<file path="config.mk">
export PLATFORM = sky130hd
export DESIGN_NAME = ftg_gate_lib
export DESIGN_NICKNAME = d
export VERILOG_FILES = /design/src/core/ftg_gate_lib.v
export VERILOG_INCLUDE_DIRS = /design/src /design/src/core
export SDC_FILE = /design/constraint.sdc
export NUM_CORES = 1
export LEC_CHECK = 0
export BUFFER_PORTS_ARGS = -buffer_cell sky130_fd_sc_hd__buf_2
export CAP_MARGIN = 10
export CORE_UTILIZATION = 45
export DETAILED_ROUTE_END_ITERATION = 12
export PLACE_DENSITY = 0.66
export SYNTH_ARGS = -nofsm -noshare
export SYNTH_HDL_FRONTEND = slang
export SYNTH_SLANG_ARGS = --single-unit
</file>
<file path="constraint.sdc">
create_clock -name clk -period 1.98 [get_ports clk]
set_input_delay 0.396 -clock clk [delete_from_list [all_inputs] [get_ports clk]]
set_output_delay 0.396 -clock clk [all_outputs]
set_load 0.03 [all_outputs]
</file>
<file path="src/core/ftg_gate_defines.vh">
// Constants for the four-state gate library: value codes and function selects.
// Assumes each logic value travels as a two-bit code on plain wires.
`ifndef FTG_GATE_DEFINES_VH
`define FTG_GATE_DEFINES_VH

// ****************************************
// Four-state value codes
// ****************************************
`define FTG_V0 2'h0
`define FTG_V1 2'h1
`define FTG_VX 2'h2
`define FTG_VZ 2'h3

// ****************************************
// Simple gate and array function selects
// ****************************************
`define FTG_OP_BUF 3'h0
`define FTG_OP_INV 3'h1
`define FTG_OP_AND 3'h2
`define FTG_OP_NAND 3'h3
`define FTG_OP_OR 3'h4
`define FTG_OP_NOR 3'h5
`define FTG_OP_XOR 3'h6
`define FTG_OP_XNOR 3'h7

// ****************************************
// Compound gate function selects
// ****************************************
`define FTG_CMP_AND_OR 2'h0
`define FTG_CMP_OR_AND 2'h1
`define FTG_CMP_AND_NOR 2'h2
`define FTG_CMP_OR_NAND 2'h3

// ****************************************
// Synchronised control word layout
// ****************************************
`define FTG_CTL_W 8
`define FTG_CTL_RST 8'h00
`define FTG_CTL_OP_LSB 5
`define FTG_CTL_MODE_BIT 4
`define FTG_CTL_EN_LSB 2
`define FTG_CTL_CMP_LSB 0

`endif

</file>
<file path="src/core/ftg_gate_lib.v">
// Four-state gate array and compound gate with registered outputs.
// Assumes inputs arrive asynchronously and are two-bit value codes.
`timescale 1ns/1ps
`default_nettype none
`include "ftg_gate_defines.vh"

module ftg_gate_lib #(
  parameter N_IN = 2,
  parameter N_GATE = 3
) (
  // Clock and reset
  input wire clk,
  input wire rst_b,
  // Gate array inputs and controls
  input wire [2*N_IN*N_GATE-1:0] gate_in,
  input wire [2:0] gate_op,
  input wire tri_mode,
  input wire [1:0] tri_en,
  // Compound gate control
  input wire [1:0] cmp_op,
  // Gate array outputs
  output reg [2*N_GATE-1:0] gate_val_r,
  output reg [N_GATE-1:0] gate_oe_r,
  // Compound gate output
  output reg [1:0] cmp_val_r
);

  // ****************************************
  // Resolution of one gate from input flags
  // ****************************************
  function [1:0] ftg_resolve;
    input [2:0] op;
    input f0;
    input f1;
    input any0;
    input any1;
    input all0;
    input all1;
    input anyu;
    input par;
    reg [1:0] r;
    begin
      r = `FTG_VX;
      case (op)
        `FTG_OP_BUF: r = f0 ? `FTG_V0 : (f1 ? `FTG_V1 : `FTG_VX);
        `FTG_OP_INV: r = f0 ? `FTG_V1 : (f1 ? `FTG_V0 : `FTG_VX);
        `FTG_OP_AND: r = any0 ? `FTG_V0 : (all1 ? `FTG_V1 : `FTG_VX);
        `FTG_OP_NAND: r = any0 ? `FTG_V1 : (all1 ? `FTG_V0 : `FTG_VX);
        `FTG_OP_OR: r = any1 ? `FTG_V1 : (all0 ? `FTG_V0 : `FTG_VX);
        `FTG_OP_NOR: r = any1 ? `FTG_V0 : (all0 ? `FTG_V1 : `FTG_VX);
        `FTG_OP_XOR: r = anyu ? `FTG_VX : {1'b0, par};
        `FTG_OP_XNOR: r = anyu ? `FTG_VX : {1'b0, ~par};
        default: r = `FTG_VX;
      endcase
      ftg_resolve = r;
    end
  endfunction

  // ****************************************
  // Single-value decode
  // ****************************************
  function ftg_is_zero;
    input [1:0] v;
    begin
      ftg_is_zero = (v == `FTG_V0);
    end
  endfunction

  function ftg_is_one;
    input [1:0] v;
    begin
      ftg_is_one = (v == `FTG_V1);
    end
  endfunction

  // ****************************************
  // Reset synchroniser
  // ****************************************
  reg rst_s1_r;
  reg rst_s2_r;
  always @(posedge clk or negedge rst_b) begin
    if (!rst_b) begin
      rst_s1_r <= 1'b0;
      rst_s2_r <= 1'b0;
    end else begin
      rst_s1_r <= 1'b1;
      rst_s2_r <= rst_s1_r;
    end
  end

  // ****************************************
  // Input synchronisers
  // ****************************************
  reg [2*N_IN*N_GATE-1:0] in_s1_r;
  reg [2*N_IN*N_GATE-1:0] in_s2_r;
  reg [`FTG_CTL_W-1:0] ctl_s1_r;
  reg [`FTG_CTL_W-1:0] ctl_s2_r;
  always @(posedge clk or negedge rst_s2_r) begin
    if (!rst_s2_r) begin
      in_s1_r <= {2*N_IN*N_GATE{1'b0}};
      in_s2_r <= {2*N_IN*N_GATE{1'b0}};
      ctl_s1_r <= `FTG_CTL_RST;
      ctl_s2_r <= `FTG_CTL_RST;
    end else begin
      in_s1_r <= gate_in;
      in_s2_r <= in_s1_r;
      ctl_s1_r <= {gate_op, tri_mode, tri_en, cmp_op};
      ctl_s2_r <= ctl_s1_r;
    end
  end

  wire [2:0] op_s = ctl_s2_r[`FTG_CTL_OP_LSB +: 3];
  wire mode_s = ctl_s2_r[`FTG_CTL_MODE_BIT];
  wire [1:0] en_s = ctl_s2_r[`FTG_CTL_EN_LSB +: 2];
  wire [1:0] cop_s = ctl_s2_r[`FTG_CTL_CMP_LSB +: 2];

  // ****************************************
  // Shared tri-state enable decode
  // ****************************************
  wire en_off = ftg_is_zero(en_s);
  wire en_on = ftg_is_one(en_s);

  // ****************************************
  // Per-input decode; X and Z both unknown
  // ****************************************
  wire [N_IN*N_GATE-1:0] is0;
  wire [N_IN*N_GATE-1:0] is1;
  genvar gi;
  generate
    for (gi = 0; gi < N_IN*N_GATE; gi = gi + 1) begin : g_dec
      assign is0[gi] = ftg_is_zero(in_s2_r[2*gi+1:2*gi]);
      assign is1[gi] = ftg_is_one(in_s2_r[2*gi+1:2*gi]);
    end
  endgenerate

  // ****************************************
  // Gate array and first compound level
  // ****************************************
  wire [2*N_GATE-1:0] arr_val;
  wire [N_GATE-1:0] l1_is0;
  wire [N_GATE-1:0] l1_is1;
  genvar gg;
  generate
    for (gg = 0; gg < N_GATE; gg = gg + 1) begin : g_gate
      wire [N_IN-1:0] z0 = is0[gg*N_IN +: N_IN];
      wire [N_IN-1:0] o1 = is1[gg*N_IN +: N_IN];
      wire a0 = |z0;
      wire a1 = |o1;
      wire l0 = &z0;
      wire l1 = &o1;
      wire au = ~&(z0 | o1);
      wire [1:0] l1v;
      // Forced-0 / forced-1 agreement per gate
      assign arr_val[2*gg+1:2*gg] = ftg_resolve(op_s, z0[0], o1[0], a0, a1, l0, l1, au, ^o1);
      assign l1v = ftg_resolve((cop_s[0] ? `FTG_OP_OR : `FTG_OP_AND), z0[0], o1[0],
                               a0, a1, l0, l1, au, ^o1);
      assign l1_is0[gg] = ftg_is_zero(l1v);
      assign l1_is1[gg] = ftg_is_one(l1v);
    end
  endgenerate

  // ****************************************
  // Second compound level
  // ****************************************
  reg [2:0] op2;
  always @* begin
    case (cop_s)
      `FTG_CMP_AND_OR: op2 = `FTG_OP_OR;
      `FTG_CMP_OR_AND: op2 = `FTG_OP_AND;
      `FTG_CMP_AND_NOR: op2 = `FTG_OP_NOR;
      `FTG_CMP_OR_NAND: op2 = `FTG_OP_NAND;
      default: op2 = `FTG_OP_OR;
    endcase
  end
  wire l2_any0 = |l1_is0;
  wire l2_any1 = |l1_is1;
  wire l2_all0 = &l1_is0;
  wire l2_all1 = &l1_is1;
  wire l2_anyu = ~&(l1_is0 | l1_is1);
  wire [1:0] cmp_val = ftg_resolve(op2, l1_is0[0], l1_is1[0], l2_any0, l2_any1,
                                   l2_all0, l2_all1, l2_anyu, ^l1_is1);

  // ****************************************
  // Output drive and tri-state enable
  // ****************************************
  reg [2*N_GATE-1:0] val_nxt;
  reg [N_GATE-1:0] oe_nxt;
  integer k;
  always @* begin
    val_nxt = arr_val;
    oe_nxt = {N_GATE{1'b1}};
    if (mode_s) begin
      for (k = 0; k < N_GATE; k = k + 1) begin
        if (en_off) begin
          val_nxt[2*k +: 2] = `FTG_VZ;
          oe_nxt[k] = 1'b0;
        end else if (!en_on) begin
          val_nxt[2*k +: 2] = `FTG_VX;
        end
      end
    end
  end

  always @(posedge clk or negedge rst_s2_r) begin
    if (!rst_s2_r) begin
      gate_val_r <= {2*N_GATE{1'b0}};
      gate_oe_r <= {N_GATE{1'b0}};
      cmp_val_r <= `FTG_V0;
    end else begin
      gate_val_r <= val_nxt;
      gate_oe_r <= oe_nxt;
      cmp_val_r <= cmp_val;
    end
  end

endmodule // ftg_gate_lib
`default_nettype wire

</file>
Word level (Yosys, flattened, before mapping)
Cells that the tools add are included.
{ "word_totals": {"ff_bits": 53, "in_bits": 22, "out_inout_bits": 11, "elab_cells": 163} }
{ "op_classes": {"eq_ne": 34, "muxes": 74, "n_bitwise": 8, "reduce_logical": 38} }
{ "op_table": {"columns": ["operator", "n"], "rows": [
  ["$mux W2", 62],
  ["$pmux W2 S8", 7],
  ["$eq A3 B3 Y1 const B", 12],
  ["$eq A2 B1 Y1 const B", 11],
  ["$logic_not A2 Y1", 11],
  ["$eq A3 B2 Y1 const B", 6],
  ["$reduce_and A2 Y1", 9],
  ["$pmux W3 S4", 1],
  ["$reduce_or A2 Y1", 6],
  ["$eq A3 B1 Y1 const B", 3],
  ["$logic_not A3 Y1", 3],
  ["$reduce_and A3 Y1", 3],
  ["$mux W3", 2],
  ["$mux W6", 1],
  ["$or A2 B2 Y2", 3],
  ["$reduce_or A3 Y1", 2],
  ["$reduce_xor A2 Y1", 3],
  ["$eq A2 B2 Y1 const B", 2],
  ["$not A1 Y1", 4],
  ["$or A3 B3 Y3", 1],
  ["$reduce_xor A3 Y1", 1],
  ["$mux W1", 1]
]} }

Depth between registers and ports, before layout
{ "depth": {"depth_word": 10, "ltp_mapped": 9, "mapped_depth_nobuf": 9} }

Worst setup path after synthesis
No wires, ideal clock.
{ "synth_path": {"kind": "flip-flop to flip-flop", "startpoint": "register in_s2_r[5]", "endpoint": "register gate_val_r[2]", "setup_ps": 79, "t_arrival_ps": 1684, "required_time_ps": 1901, "slack_ps": 217, "path_stages_with_launch": 8, "n_path_buf": 0, "period_less_slack_ps": 1763, "cell_sequence": "dfrtp_1 > nor2_1 > inv_1 > ha_1 > xnor2_1 > or4_1 > nand3_1 > a2bb2oi_1"} }
{ "synth_via": {"elab_chain_len": 8, "word_cells_on_any_way": 25, "classes_between": "eq/ne (1); mux (15); bitwise (2); reduce/logical (7)"} }
{ "synth_rtl": {"columns": ["element", "line", "rtl"], "rows": [
  ["from (decl)", "ftg_gate_lib.v:95", "reg [2*N_IN*N_GATE-1:0] in_s2_r;"],
  ["from (signal assigned)", "ftg_gate_lib.v:101", "in_s2_r <= {2*N_IN*N_GATE{1'b0}};"],
  ["from (signal assigned)", "ftg_gate_lib.v:106", "in_s2_r <= in_s1_r;"],
  ["$eq A2 B1 Y1 (no source line) / $logic_not A2 Y1 (equally long branches)", null, null],
  ["$or A2 B2 Y2 (tied with other cells)", "ftg_gate_lib.v:151", "wire au = ~&(z0 | o1);"],
  ["$reduce_and A2 Y1 (tied with other cells)", "ftg_gate_lib.v:151", null],
  ["$mux W2 (on tied branches)", null, null],
  ["$pmux W2 S8 (*)", "ftg_gate_lib.v:44", "case (op)"],
  ["$mux W2", "ftg_gate_lib.v:197", "end else if (!en_on) begin"],
  ["$mux W2", "ftg_gate_lib.v:194", "if (en_off) begin"],
  ["$mux W6 (*)", "ftg_gate_lib.v:192", "if (mode_s) begin"],
  ["named net val_nxt[2]", "ftg_gate_lib.v:186", "reg [2*N_GATE-1:0] val_nxt;"],
  ["to (signal assigned)", "ftg_gate_lib.v:206", "gate_val_r <= {2*N_GATE{1'b0}};"],
  ["to (signal assigned)", "ftg_gate_lib.v:210", "gate_val_r <= val_nxt;"],
  ["to (decl)", "ftg_gate_lib.v:22", "output reg [2*N_GATE-1:0] gate_val_r,"]
]} }
The timed path passes the listed nets; every way through them passes the cells marked *.

Worst setup path in the final report
{ "layout_path": {"startpoint": "register in_s2_r[7]", "endpoint": "register gate_val_r[2]"} }
Same word-level chain as after synthesis.

==> summary.md <==
| Metric | Value |
|---|---|
| Status | finished clean |
| CTS root buf | clkbuf_8 |
| Final Util | 0.572 |
| Placed insts | 243 |
| Syn Area/Cell | 12.2 um2 |
| Die area | between 4000 and 5000 um2 |
| Reg2reg start | in_s2_r[7] |
| Leak pwr | 0.00104 uW |
| DP Area | approximately 2200 um2 |
| Pin count of the biggest net entering global routing | 21 |
| Fin cells | 252 |
| Setup violations, final | 0 |
| Gr ovfl total | 0 |
| Max Cap Viol | 0 |
| Initial antenna violation count | 0 |
| Max Root-Sink Buffers | 2 |
| Hold Vio Cnt, Final | 0 |
| Final Critical Period | 1.85 ns |
| Main synth FF type | dfrtp_1 |
| Wire per inst | 14.7 um |
| Filler cells | roughly 350 |
| Number of hold buffers added after cts | 1 |
| Number of vias per cell | about 5.5 |
| CTS clk-pin slew, worst paths | 0.08 ns |
| Hold WC Path Type | register to asynchronous set/reset pin |
| Post-synth EDFFs | 0 |
| Netlist cell types | 41 |
| Most frequent cells in the layout | 50 x dfrtp_1, 32 x buf_2, 12 x nand2_1 |
| Core ar. | 4120 um2 |
| Die width | 68.5 um |
| Final WL | 3.70 mm |
| Mapped Cells | 163 |
| Reg-to-Reg End | gate_val_r[2] |
| Post-route ant nets | 0 |
| Share of the synthesized area in the top cell type | 0.641 |
| Post-CTS Setup Inserts | 0 |
| Starting Density | 0.484 |
| Number of buffers created by CTS | 5 |
| Die Y | 68.5 um |
| #FFs+latches synth | 51 |
| Initial DRT Pass Iterations | 4 |
| RSZ-0062 raised after global routing | false |
| Fin. max-slew vios | 0 |
| Worst setup margin | 0.129 ns |
| YS warnings | 0 |
| Final worst path period share | 0.935 |
| Std-Cell Rows | 23 |
| # diodes | 0 |
| Critical path class | register to register |
| Async S/R FF share, synth | 1.00 |
| Yosys top cell by area | dfrtp_1 |
| GRT Util Overall | 0.186 |
| Largest fanout on the critical path | 6 |
| FF-to-FF setup slack | 0.13 ns |
| Post-synthesis sequential area ratio | 0.641 |
| CTS tree | done |
| Port bufs | 32 |
| Post-route cell area | between 2000 and 2500 um2 |
| Clock Sinks | 51 |
| Syn Nets | 188 |
| Final setup TNS | 0 ns |
| Max VDD drop | about 0.00045 V |
| Final Wtd Congestion | 0.896 |
| Area of the mapped netlist | 1990 um2 |
| Final nets | 226 |
| Vias in the first global route | 1342 |
| Number of H-tree levels | 2 |
| Req. time, crit path | approximately 2.2 ns |
| Top cells by area, synth | dfrtp_1 64%, nor2b_1 2.5%, nand2_1 2.3%, o221ai_1 2.2%, nor2_1 2.1% |
| Initial DRC count | 104 |
| First-pass GRT wire length | a little over 6 mm |
| Crit path DAT | 2.08 ns |
| Clk_skew | 0.00585 ns |
| I/O pin count | 33 |
| Pwr dens | 933 nW/um2 |
| CP Capture Type | register |
| Worst Max-Slew Pin Slew | 0.535 ns |
| Post-CTS sizing | 0 |
| Clock Latency Late Sink | 0.30 ns |
| HPWL Detailed | around 2.7 mm |
| Commonest non-fill, non-tap cell in the layout | dfrtp_1 |
| Via count | 1377 |
| Relative slew slack | 0.640 |
| DRC violations left | 0 |
| Path depth of the worst reg2reg path | 7 |
| Share of layout cells above drive strength 1 | 0.257 |
| Pre-CTS setup slack | 0.143 ns |
| Maximum clock frequency | roughly 540 MHz |
| Area grow syn2layout | 18.1% |
| Type of origin of the critical path | register |
[cell type report]
class | instances | area [um2] | area share
inverter | 7 | 26.3 | 0.0112
clock inverter | 2 | 60.1 | 0.0255
multi-input combinational | 99 | 653 | 0.278
tap | 50 | 62.6 | 0.0266
timing repair buffer | 37 | 200 | 0.0851
clock buffer | 6 | 72.6 | 0.0309
sequential | 51 | 1280 | 0.543
[report_power, final]
part | internal, uW | switching [uW] | total (uW)
clock network | 504 | 314 | 818
logic | 90.7 | 135 | 226
registers | 1100 | 48.8 | 1150
total | 1700 | 497 | 2190
[worst max-delay path: stages, from the launching register on]
cell and delay (ns):
dfrtp_1 0.44, nor2b_2 0.19, inv_2 0.09, ha_1 0.29, xnor2_1 0.12, or4_1 0.40
nand3_1 0.10, a2bb2oi_1 0.16
[worst max-delay path by stage]
| stage | slack (ns) | cells past startpoint | end | from |
|---|---|---|---|---|
| after floorplan | 0.22 | 7 | gate_val_r[2] | in_s2_r[5] |
| after global placement | 0.19 | 7 | gate_val_r[2] | in_s2_r[7] |
| after detailed placement | 0.14 | 7 | gate_val_r[2] | in_s2_r[7] |
| after CTS | 0.13 | 7 | gate_val_r[2] | in_s2_r[7] |
| after global routing | 0.03 | 7 | gate_val_r[2] | in_s2_r[7] |
| final | 0.13 | 7 | gate_val_r[2] | in_s2_r[7] |
[state kept, by name, indices dropped and copies added, names as in the netlist]
register and flops:
in_s1_r 12, ctl_s1_r 8, ctl_s2_r 8, gate_oe_r 1
cmp_val_r 2, gate_val_r 6, rst_s1_r 1, rst_s2_r 1
in_s2_r 12
[metrics by stage]
stage	hold slack (ns)	total power, uW
final	0.136	2190
after global routing	0.164	2300
after CTS	0.145	2220
after detailed placement	0.136	1400
after global placement	0.133	1390
after floorplan	0.100	1320
[cells in the mapped netlist (2+ instances only)]
master and number:
o21bai_1 2, a21oi_1 6, nand3_1 4, buf_2 2
nor2b_1 8, ha_1 3, a211oi_1 4, nor3b_1 2
nor4_1 2, buf_4 3, nor3_1 2, o221ai_1 5
a311oi_1 2, o31ai_1 2, nand3b_1 2, nor2_1 11
dfrtp_1 51, xnor2_1 3, nand2b_1 2, inv_1 6
o21ai_0 7, nand2_1 12, o21a_1 3, o31ai_2 2
[per-layer routing]
metal	global-route usage	part of all wire	wire length (um)	vias up
met5	0	0	0	-
met4	0.112	0.030	110	0
met3	0.0493	0.059	218	13
met2	0.305	0.51	1890	62
met1	0.217	0.40	1480	654
li1	-	-	-	648
[logic make-up (layout without fill, tap and decap cells)]
| logic type | Yosys count | after routing | synth area share |
|---|---|---|---|
| AO/OA/AOI/OAI | 41 | 41 | 0.151 |
| XOR/XNOR | 3 | 3 | 0.0132 |
| adder cells (fa/ha/maj) | 3 | 3 | 0.0188 |
| buffers and inverters | 13 | 52 | 0.0314 |
| flip-flops | 51 | 51 | 0.641 |
| other | 1 | 1 | 0.00188 |
| AND/OR/NAND/NOR | 51 | 51 | 0.143 |
Power figures use the tool's default switching activity.
